==> src/rtl/host_serial_map.vh <==
/*
 * Constants of the host serial port: frame layout, baud timing, reset
 * values of the line pins. Definitions only; included by bare name.
 */
`ifndef HOST_SERIAL_MAP_VH
`define HOST_SERIAL_MAP_VH

`define CLK_HZ          200000000
`define BAUD_HZ         115200
`define BAUD_DIV        (`CLK_HZ / `BAUD_HZ)
`define DATA_BITS       8
`define FIFO_DEPTH      32
`define LINE_IDLE       1'b1
`define LINE_START      1'b0
`define LINE_STOP       1'b1
`define FLOW_STOP_N     1'b1
`define FLOW_GO_N       1'b0

`endif

==> src/rtl/host_serial_fifo.v <==
/*
 * Holds no logic: the receive FIFO module stands at the end of
 * host_serial_port.v, so that one design file carries the whole block.
 */

==> src/rtl/host_serial_port.v <==
/*
 * Host serial port: 8N1 transmitter and receiver with optional hardware
 * flow control; a 32-word FIFO buffers received characters.
 * The FIFO module follows the port module in this file.
 * Assumes all inputs synchronous to clk (200 MHz); flow enable is a pin.
 */
// How it works
// (RULE1) Characters go to the host serially on host_tx_line.
// (RULE2) Characters from the host are received from host_rx_line.
// (RULE3) Clear-to-send is heeded only while flow control is enabled.
// (RULE4) With flow control on, clear-to-send low lets a frame start.
// (RULE5) With flow control on, clear-to-send high blocks new frames.
// (RULE6) Clear-to-send is looked at only when a frame starts.
// (RULE7) Ready-to-send is driven as a flow signal only with flow on.
// (RULE8) Ready-to-send is low while the receiver can take data; the code raises it once the FIFO holds DEPTH - HEADROOM (28) words.
// (RULE9) Ready-to-send is high while the receiver cannot take data.
// (RULE10) In USB use the other party supplies a 4 MHz clock on the pin.
// (RULE11) With flow off, clear-to-send is ignored, ready held low.
`timescale 1ns/100ps
`include "host_serial_map.vh"
module host_serial_port #(
   parameter BAUD_DIV  = `BAUD_DIV,
   parameter DEPTH     = `FIFO_DEPTH,
   parameter AW        = 5,
   parameter HEADROOM  = 4
) (
   // Clock and reset
   input  wire       clk,
   input  wire       arst_n,
   // Configuration
   input  wire       flow_enable,
   // Host link
   output reg        host_tx_line,
   input  wire       host_rx_line,
   input  wire       host_clear_to_send_n,
   output reg        host_ready_to_send_n,
   // Transmit data from the device
   input  wire       tx_valid,
   output wire       tx_ready,
   input  wire [7:0] tx_data,
   // Receive data to the device
   output wire       rx_valid,
   input  wire       rx_ready,
   output wire [7:0] rx_data
);
   localparam [1:0] ST_IDLE  = 2'd0;
   localparam [1:0] ST_START = 2'd1;
   localparam [1:0] ST_DATA  = 2'd2;
   localparam [1:0] ST_STOP  = 2'd3;

   // Transmitter
   reg  [1:0]  tx_state;
   reg  [31:0] tx_cnt;
   reg  [2:0]  tx_bit;
   reg  [7:0]  tx_shift;
   wire        cts_ok;
   wire        tx_go;

   // Receiver
   reg  [1:0]  rx_state;
   reg  [31:0] rx_cnt;
   reg  [2:0]  rx_bit;
   reg  [7:0]  rx_shift;
   reg         rx_push;
   wire [AW:0] fifo_level;

   function baud_done;
      input [31:0] cnt;
      begin
         baud_done = (cnt == BAUD_DIV - 1);
      end
   endfunction

   assign cts_ok   = ~flow_enable | ~host_clear_to_send_n; // see RULE3
   assign tx_go    = (tx_state == ST_IDLE) & tx_valid & cts_ok; // see RULE6
   assign tx_ready = tx_go; // see RULE4 see RULE5 see RULE11

   always @(posedge clk or negedge arst_n) begin
      if (!arst_n) begin
         tx_state     <= ST_IDLE;
         tx_cnt       <= 32'h0;
         tx_bit       <= 3'h0;
         tx_shift     <= 8'h00;
         host_tx_line <= `LINE_IDLE;
      end else begin
         case (tx_state)
            ST_IDLE: begin
               host_tx_line <= `LINE_IDLE;
               tx_cnt       <= 32'h0;
               if (tx_go) begin
                  tx_shift     <= tx_data;
                  tx_state     <= ST_START;
                  host_tx_line <= `LINE_START; // see RULE1
               end
            end
            ST_START: begin
               // Frame runs to its end whatever clear-to-send does
               if (baud_done(tx_cnt)) begin
                  tx_cnt       <= 32'h0;
                  tx_bit       <= 3'h0;
                  tx_state     <= ST_DATA;
                  host_tx_line <= tx_shift[0];
               end else
                  tx_cnt <= tx_cnt + 32'h1;
            end
            ST_DATA: begin
               if (baud_done(tx_cnt)) begin
                  tx_cnt <= 32'h0;
                  if (tx_bit == `DATA_BITS - 1) begin
                     tx_state     <= ST_STOP;
                     host_tx_line <= `LINE_STOP;
                  end else begin
                     tx_bit       <= tx_bit + 3'h1;
                     tx_shift     <= {1'b0, tx_shift[7:1]};
                     host_tx_line <= tx_shift[1];
                  end
               end else
                  tx_cnt <= tx_cnt + 32'h1;
            end
            ST_STOP: begin
               if (baud_done(tx_cnt))
                  tx_state <= ST_IDLE; // see RULE6
               else
                  tx_cnt <= tx_cnt + 32'h1;
            end
            default: tx_state <= ST_IDLE;
         endcase
      end
   end

   // Receiver: sample mid-bit, drop frames with a bad stop bit
   always @(posedge clk or negedge arst_n) begin
      if (!arst_n) begin
         rx_state <= ST_IDLE;
         rx_cnt   <= 32'h0;
         rx_bit   <= 3'h0;
         rx_shift <= 8'h00;
         rx_push  <= 1'b0;
      end else begin
         rx_push <= 1'b0;
         case (rx_state)
            ST_IDLE: begin
               rx_cnt <= 32'h0;
               if (host_rx_line == `LINE_START)
                  rx_state <= ST_START; // see RULE2
            end
            ST_START: begin
               if (rx_cnt == BAUD_DIV / 2 - 1) begin
                  rx_cnt <= 32'h0;
                  rx_bit <= 3'h0;
                  if (host_rx_line == `LINE_START)
                     rx_state <= ST_DATA;
                  else
                     rx_state <= ST_IDLE;
               end else
                  rx_cnt <= rx_cnt + 32'h1;
            end
            ST_DATA: begin
               if (baud_done(rx_cnt)) begin
                  rx_cnt   <= 32'h0;
                  rx_shift <= {host_rx_line, rx_shift[7:1]};
                  if (rx_bit == `DATA_BITS - 1)
                     rx_state <= ST_STOP;
                  else
                     rx_bit <= rx_bit + 3'h1;
               end else
                  rx_cnt <= rx_cnt + 32'h1;
            end
            ST_STOP: begin
               if (baud_done(rx_cnt)) begin
                  rx_state <= ST_IDLE;
                  rx_push  <= (host_rx_line == `LINE_STOP);
               end else
                  rx_cnt <= rx_cnt + 32'h1;
            end
            default: rx_state <= ST_IDLE;
         endcase
      end
   end

   // Ready-to-send: with flow on, raised while little room is left in the FIFO; held low with flow off
   always @(posedge clk or negedge arst_n) begin
      if (!arst_n)
         host_ready_to_send_n <= `FLOW_STOP_N;
      else if (!flow_enable)
         host_ready_to_send_n <= `FLOW_GO_N; // see RULE7 see RULE11
      else if (fifo_level >= DEPTH - HEADROOM)
         host_ready_to_send_n <= `FLOW_STOP_N; // see RULE9
      else
         host_ready_to_send_n <= `FLOW_GO_N; // see RULE8
   end

   host_serial_fifo #(
      .WIDTH (`DATA_BITS),
      .DEPTH (DEPTH),
      .AW    (AW)
   ) rx_fifo (
      .clk       (clk),
      .arst_n    (arst_n),
      .in_valid  (rx_push),
      .in_ready  (),
      .in_data   (rx_shift),
      .out_valid (rx_valid),
      .out_ready (rx_ready),
      .out_data  (rx_data),
      .level     (fifo_level)
   );
endmodule

// Receive FIFO: flop storage, valid/ready on both sides
module host_serial_fifo #(
   parameter WIDTH = 8,
   parameter DEPTH = 32,
   parameter AW    = 5
) (
   // Clock and reset
   input  wire             clk,
   input  wire             arst_n,
   // Fill side
   input  wire             in_valid,
   output wire             in_ready,
   input  wire [WIDTH-1:0] in_data,
   // Drain side
   output wire             out_valid,
   input  wire             out_ready,
   output reg  [WIDTH-1:0] out_data,
   // Level
   output reg  [AW:0]      level
);
   reg  [WIDTH-1:0] mem [0:DEPTH-1];
   reg  [AW-1:0]    wr_ptr;
   reg  [AW-1:0]    rd_ptr;
   wire             push;
   wire             pop;

   function [AW-1:0] bump;
      input [AW-1:0] p;
      begin
         if (p == DEPTH - 1)
            bump = {AW{1'b0}};
         else
            bump = p + 1'b1;
      end
   endfunction

   assign in_ready  = (level != DEPTH);
   assign out_valid = (level != {(AW+1){1'b0}});
   assign push      = in_valid & in_ready;
   assign pop       = out_valid & out_ready;

   always @* begin
      out_data = mem[rd_ptr];
   end

   always @(posedge clk) begin
      if (push)
         mem[wr_ptr] <= in_data;
   end

   always @(posedge clk or negedge arst_n) begin
      if (!arst_n) begin
         wr_ptr <= {AW{1'b0}};
         rd_ptr <= {AW{1'b0}};
         level  <= {(AW+1){1'b0}};
      end else begin
         if (push)
            wr_ptr <= bump(wr_ptr);
         if (pop)
            rd_ptr <= bump(rd_ptr);
         if (push & ~pop)
            level <= level + 1'b1;
         else if (pop & ~push)
            level <= level - 1'b1;
      end
   end
endmodule

==> config.mk <==
export PLATFORM = sky130hd
export DESIGN_NAME = host_serial_port
export DESIGN_NICKNAME = d
export VERILOG_FILES = /design/src/rtl/host_serial_fifo.v /design/src/rtl/host_serial_port.v
export VERILOG_INCLUDE_DIRS = /design/src /design/src/rtl
export SDC_FILE = /design/constraint.sdc
export NUM_CORES = 1
export LEC_CHECK = 0
export ABC_AREA = 1
export BUFFER_PORTS_ARGS = -buffer_cell sky130_fd_sc_hd__buf_2
export CORE_AREA = 2 2 201 203
export CTS_CLUSTER_DIAMETER = 100
export DETAILED_ROUTE_END_ITERATION = 12
export DIE_AREA = 0 0 203 205
export SYNTH_ARGS = -nofsm -noshare
export SYNTH_HDL_FRONTEND = slang
export SYNTH_SLANG_ARGS = --single-unit
==> constraint.sdc <==
create_clock -name clk -period 6.9 [get_ports clk]
set_clock_uncertainty 0.2 [all_clocks]
set_input_delay 1.38 -clock clk [delete_from_list [all_inputs] [get_ports clk]]
set_output_delay 1.38 -clock clk [all_outputs]
set_load 0.05 [all_outputs]
==> results.md, run 1 <==
| Quantity | Reported |
|---|---|
| Post-CTS repair timing setup buffer count | 0 |
| Clock slew at the register clock pins of the worst setup and hold paths | 0.06 ns |
| Cell internal power dissipation | 4.16 mW |
| Clock sinks | 365 |
| Synth area leader | edfxtp_1 |
| Final Critical Period | 5.47 ns |
| Clk Latency, worst-skew pair | 0.55 ns |
| Mean number of vias per cell | 5.30 |
| Logic gate share of total power | 27.7% |
| Final worst-path cycle share | 79.3% |
| Arrival @ worst endpoint | 3.89 ns |
| Total Power | 6.46 mW |
| Outcome | complete, no violations |
| Final Hold Vio Count | 0 |
| Critical R2R Capture | rx_fifo.level[5] |
| Library cell used as clock root buffer | clkbuf_16 |
| Clock tree from TritonCTS | done |
| Critical path destination | rx_data[5] |
| P_leak | 6.71 nW |
| Final setup violation count | 0 |
| Part of the power in the clock network | 33.4% |
| Nature of the critical path endpoint | primary output |
| Post-route DRC | 0 |
| Deepest level of the CTS H-tree | 2 |
| Async set-reset flop share out of synthesis | 29.9% |
| Avg Synthesized Cell Area | 10.0 um^2 |
| Antenna-violating nets left | 0 |
| Initial antenna violation count | 0 |
| Clock Path Buffers | 3 |
| Required time reported for the critical path endpoint | 5.32 ns |
| Count of routing violations after the opening detailed-route iteration | 1018 |
| Number of synthesized register bits | 365 |
| Number of synthesized flops with an enable pin | 256 |
| Hold_buf cts | 0 |
| Overflow left after global routing | 0 |
| Post-layout worst setup margin | 1.43 ns |
| FF-to-FF Start | rx_fifo.level[1] |
| Length in cells of the worst reg-to-reg path | 14 |
| Floorplan core area | 39400 um^2 |
| Starting Density | 42.6% |
| Via count of the first global-routing pass | 11689 |
| Wire length of the first global-routing pass | 65000 um |
| Chip height | 205 um |
| Synth Net Count | 1713 |
| GP Congestion | 0.875 |
| Maximum number of pins on one net before global-route repair | 83 |
| Port buffer count | 26 |
| P&R area growth vs syn | 11.6% |
| Total of max-cap violations | 0 |
| Switching portion of total power | 35.5% |
| Crit start category | flip-flop |
| HP Class | flip-flop to flip-flop |
| Startpoint of the lowest-slack hold path | tx_shift[3] |
| Top cells by area, synth | edfxtp_1 46%, dfrtp_1 16%, nor2_1 6.6% |
| Relative slew slack | 24.9% |
| Unrepaired setup endpoints after global routing | false |
| Cell area after synthesis | 16800 um^2 |
| Part of the power in registers | 39.0% |
| TritonCTS buffer count | 41 |
| Final Max Slew Viols | 0 |
| Critical path type | flip-flop to primary output |
| Worst Hold Slack | 0.283 ns |
| Number of antenna diodes | 0 |
| Total global routing track utilization | 19.9% |
| Die span in x | 203 um |
| I/O pin count | 27 |
| Most frequent cells after synthesis | 295 x nor2_1, 271 x nand2_1, 256 x edfxtp_1 |
| Number of distinct library cell variants in the gate-level netlist after synthesis | 46 |
| Top fanout value on the critical path | 80 |
| Vias | 11917 |
| Count of cells resized by post-cts repair | 0 |
| Net switching component of the power | 2.29 mW |
| Final layout net count | 1733 |
| Register-to-register path setup slack | 3.85 ns |
| Post-route setup TNS | 0 ns |
| Die Outline Area | 41600 um^2 |
| HPWL after detailed placement | 25700 um |
| Power per unit of standard cell area | 345 nW/um^2 |
| Number of rows created at floorplan | 73 |
| First drt pass iteration count | 5 |
| Routed WL per cell | 18.0 um |
| Max Clk Rate | 183 MHz |
| Critical Path Start | rx_fifo.rd_ptr[0] |
| Top cell type's share of synthesized area | 45.8% |
| Top_reg_cell synth | edfxtp_1 |
| Worst-margin pin slew | 1.12 ns |
| Most used standard cell by instance count after synthesis | nor2_1 |
| Number of standard cells after synthesis | 1673 |
| Sequential cell area fraction in the yosys report | 62.1% |
| Peak supply drop | 0.194 mV |
| Yosys warnings | 0 |
| Post-Place Setup Slack | 2.09 ns |
| Post-Route WL | 40600 um |
| Share of final-layout standard cells stronger than drive strength 1 | 8.29% |
-- per-layer routing --
layer  share of wire (%)  GRT usage (%)
met5                   0              0
met4                 2.6           6.39
met3                 5.0           2.82
met2                  48           32.9
met1                  45           27.2
-- worst max-delay path, cell delays in order, from the launching register on --
cell and delay [ns]:
dfrtp_4 0.77, clkinv_2 0.92, buf_4 0.63, o21ai_0 0.23, o22ai_1 0.09, nand2_1 0.07
nand3_1 0.11, nand3_1 0.11, nand2_1 0.09, buf_2 0.22
-- registers in the layout, indices dropped and copies added, names as in the netlist, 2 cells and up, named ones only --
signal	flops
rx_bit	3
tx_cnt	32
rx_fifo.rd_ptr	5
rx_fifo.level	6
rx_shift	8
tx_state	2
rx_fifo.mem	256
rx_cnt	32
tx_shift	8
tx_bit	3
rx_fifo.wr_ptr	5
-- kinds of logic (layout without fill, tap and decap cells) --
| logic type | count (synthesis) | count (layout) | synth area share [%] |
|---|---|---|---|
| AO/OA/AOI/OAI | 281 | 281 | 9.27 |
| XOR/XNOR | 47 | 47 | 2.45 |
| adder cells (fa/ha/maj) | 25 | 25 | 1.91 |
| buffers and inverters | 182 | 234 | 4.36 |
| flip-flops | 365 | 365 | 62.1 |
| multiplexers | 13 | 13 | 0.828 |
| AND/OR/NAND/NOR | 760 | 760 | 19.1 |
-- worst min path at each step --
stage                             end  slack, ns  cells past startpoint
final                     tx_shift[3]       0.28                      2
after global routing      tx_shift[6]       0.31                      2
after CTS                 tx_shift[3]       0.29                      2
after detailed placement  tx_shift[3]       0.27                      2
after global placement    tx_shift[6]       0.26                      2
after floorplan           tx_shift[2]       0.25                      2
-- power groups by stage --
stage / Clock (mW) / Combinational, mW / Sequential, mW
2_1_floorplan: 0 / 1.36 / 2.51
5_1_grt: 2.28 / 1.98 / 2.53
4_1_cts: 2.20 / 1.79 / 2.51
3_5_place_dp: 0 / 1.78 / 2.56
3_3_place_gp: 0 / 1.76 / 2.55
6_report: 2.16 / 1.79 / 2.52
-- layout by cell type, fill, tap and decap left out, types with 5 or more instances in the layout --
cell type,synthesis,layout
a21oi_1,38,38
buf_2,17,25
buf_4,1,16
clkbuf_1,38,11
clkbuf_16,0,42
clkinv_1,1,9
clkinv_2,0,5
dfrtp_1,107,105
edfxtp_1,256,256
ha_1,24,24
inv_1,112,112
mux2_1,7,7
mux2i_1,6,6
nand2_1,271,271
nand2_2,9,9
nand3_1,106,106
nand4_1,18,18
nor2_1,295,295
nor2_2,7,7
nor3_1,36,36
o21ai_0,157,157
o21ai_2,9,9
o22ai_1,64,64
xnor2_1,8,8
xor2_1,39,39
-- area by class of cell --
type                            count  area (um^2)
Timing Repair Buffer               41          245
Fill cell                        3688        20600
Clock inverter                     22          239
Multi-Input combinational cell   1126         5620
Sequential cell                   365        10400
Inverter                          118          444
Clock buffer                       53         1090
Tap cell                          525          657
-- per-stage QoR --
stage,cell area [um^2],std cells,util (%)
floorplan,16800,1673,-
global placement,17400,2175,44.2
detailed placement,17400,2175,44.2
CTS,18700,2250,47.6
global route,18700,2250,47.6
finish,18700,2250,47.6
Note: power is estimated with default switching activity, not from simulation.
==> run 2: changes to the inputs <==
Clock period 6.9 ns to 4.9 ns, I/O delays scaled along.
==> run 2 against run 1 <==
Critical path depth did not move. Clock power rose by 40%. Worst setup slack got worse by 0.74 ns. Power rose by 41%. Largest power group unchanged. Global-route usage fell by 0.15 points. Via count rose by 0.13%. Highest routed layer unchanged. Critical endpoint is now rx_data[2].
==> results.md, run 2 (same netlist as run 1, synthesis figures left out) <==
| Quantity | Reported |
|---|---|
| Outcome | complete, no violations |
| Mean number of vias per cell | 5.30 |
| Final setup violation count | 0 |
| Count of fill cells added during filler insertion | 3668 |
| Hold_buf cts | 0 |
| Final Hold Vio Count | 0 |
| Final Critical Period | 4.21 ns |
| Relative slew slack | 19.7% |
| Clock slew at the register clock pins of the worst setup and hold paths | 0.06 ns |
| Post-route setup TNS | 0 ns |
| Crit start category | flip-flop |
| Overflow left after global routing | 0 |
| Count of cells resized by post-cts repair | 0 |
| Final worst-path cycle share | 86.0% |
| Critical Path Start | rx_fifo.rd_ptr[1] |
| Starting Density | 42.6% |
| Clock sinks | 365 |
| Critical path type | flip-flop to primary output |
| I/O pin count | 27 |
| Critical path destination | rx_data[2] |
| Most common cell after layout, fill and taps aside | nor2_1 |
| Post-CTS repair timing setup buffer count | 0 |
| Unrepaired setup endpoints after global routing | false |
| Total global routing track utilization | 19.8% |
| Switching portion of total power | 35.1% |
| Chip height | 205 um |
| Routed WL per cell | 17.9 um |
| Die span in x | 203 um |
| Number of rows created at floorplan | 73 |
| Port buffer count | 26 |
| Nature of the critical path endpoint | primary output |
| Top fanout value on the critical path | 48 |
| Worst-margin pin slew | 1.20 ns |
| Required time reported for the critical path endpoint | 3.72 ns |
| Part of the power in the clock network | 33.3% |
| Wire length of the first global-routing pass | 65000 um |
| Final layout net count | 1735 |
| Library cell used as clock root buffer | clkbuf_16 |
| Clk Latency, worst-skew pair | 0.54 ns |
| Register-to-register path setup slack | 1.80 ns |
| Initial antenna violation count | 0 |
| Vias | 11933 |
| Largest Register | rx_fifo.mem |
| Length in cells of the worst reg-to-reg path | 14 |
| Net switching component of the power | 3.19 mW |
| Deepest level of the CTS H-tree | 2 |
| Leading cell types in the layout, fill and taps excluded | 295 x nor2_1, 271 x nand2_1, 256 x edfxtp_1, 157 x o21ai_0, 112 x inv_1 |
| Count of routing violations after the opening detailed-route iteration | 931 |
| Largest incremental delay on the critical path | 0.76 ns |
| Post-DP Area | 17400 um^2 |
| Clock tree from TritonCTS | done |
| Post-Place Setup Slack | 1.26 ns |
| Final Max Slew Viols | 0 |
| Logic gate share of total power | 27.4% |
| TritonCTS buffer count | 40 |
| Number of antenna diodes | 0 |
| FF-to-FF Start | rx_fifo.level[1] |
| Cell-by-cell listing of the critical path | inv_1 -> buf_4 -> o21ai_0 -> o22ai_1 -> nand2_1 -> nand3_1 -> nand3_1 -> nand2_1 -> buf_2 |
| GP Congestion | 0.906 |
| Share of final-layout standard cells stronger than drive strength 1 | 8.29% |
| P_leak | 6.72 nW |
| Largest regs | rx_fifo.mem (256), rx_cnt (32), tx_cnt (32) |
| Post-layout instance area | 18700 um^2 |
| First drt pass iteration count | 5 |
| Arrival @ worst endpoint | 3.03 ns |
| Part of the power in registers | 39.3% |
| Power per unit of standard cell area | 485 nW/um^2 |
| Antenna-violating nets left | 0 |
| Clock Path Buffers | 3 |
| HP Class | input pin to asynchronous set/reset pin |
| Post-Route WL | 40300 um |
| Via count of the first global-routing pass | 11875 |
| Post-route DRC | 0 |
| Cell internal power dissipation | 5.90 mW |
| Maximum number of pins on one net before global-route repair | 61 |
| Peak supply drop | 0.248 mV |
| Floorplan core area | 39400 um^2 |
| P&R area growth vs syn | 11.7% |
| Die Outline Area | 41600 um^2 |
| Max Clk Rate | 237 MHz |
| Number of flip-flops in the largest register | 256 |
| HPWL after detailed placement | 25600 um |
| Critical R2R Capture | rx_fifo.level[5] |
| Post-layout worst setup margin | 0.687 ns |
| CP max-delay cell | dfrtp_2 |
| Total of max-cap violations | 0 |
## run 2: cell count changes in the layout (fill, tap and decap cells not counted), sizes merged
cell,delta
bufinv,+1
clkinvlp,-2
clkbuf,+4
buf,+3
clkinv,-5
## run 2: per-layer routing
| metal | global-route usage (%) | up-vias | part of all wire, % |
|---|---|---|---|
| li1 | - | 5781 | - |
| met1 | 26.6 | 5728 | 44 |
| met2 | 33.3 | 351 | 48 |
| met3 | 2.58 | 73 | 5.3 |
| met4 | 6.18 | 0 | 2.7 |
| met5 | 0 | - | 0 |
## run 2: critical path: cells and delay by family (launching register included)
family | cells | cell delay, ns
simple gates | 4 | 0.44
buf+inv | 3 | 0.80
compound gates | 2 | 0.45
flops | 1 | 0.76
## run 2: cell type report
class	instances	area [um^2]	area share, %
multi-input combinational	1126	5620	30.0
clock buffer	57	1080	5.79
inverter	118	444	2.37
tap	525	657	3.51
sequential	365	10400	55.7
clock inverter	16	229	1.22
timing repair buffer	44	268	1.43
## run 2: power groups by stage
stage                     logic (mW)  registers (mW)  clock network, mW
after detailed placement        2.48            3.63                  0
final                           2.49            3.58               3.03
after global routing            2.75            3.59               3.21
after CTS                       2.49            3.57               3.08
after global placement          2.46            3.63                  0
after floorplan                 1.91            3.53                  0
## run 2: metrics by stage
step           std cells  hold WS, ns  total power, mW  util (%)
2_1_floorplan       1673        0.255             5.44         -
3_3_place_gp        2178        0.262             6.08      44.2
3_5_place_dp        2178        0.271             6.11      44.2
4_1_cts             2251        0.278             9.14      47.6
5_1_grt             2251        0.307             9.55      47.6
6_report            2251        0.255             9.09      47.6
## run 2: how the worst min path moves through the flow
stage / endpoint / slack, ns / cells after the start / start
after global routing: tx_shift[6] / 0.31 / 1 / arst_n
after detailed placement: tx_shift[1] / 0.27 / 2 / tx_shift[1]
final: tx_shift[6] / 0.25 / 1 / arst_n
after CTS: tx_shift[6] / 0.28 / 1 / arst_n
after floorplan: tx_shift[2] / 0.25 / 2 / tx_shift[2]
after global placement: tx_shift[6] / 0.26 / 2 / tx_shift[6]
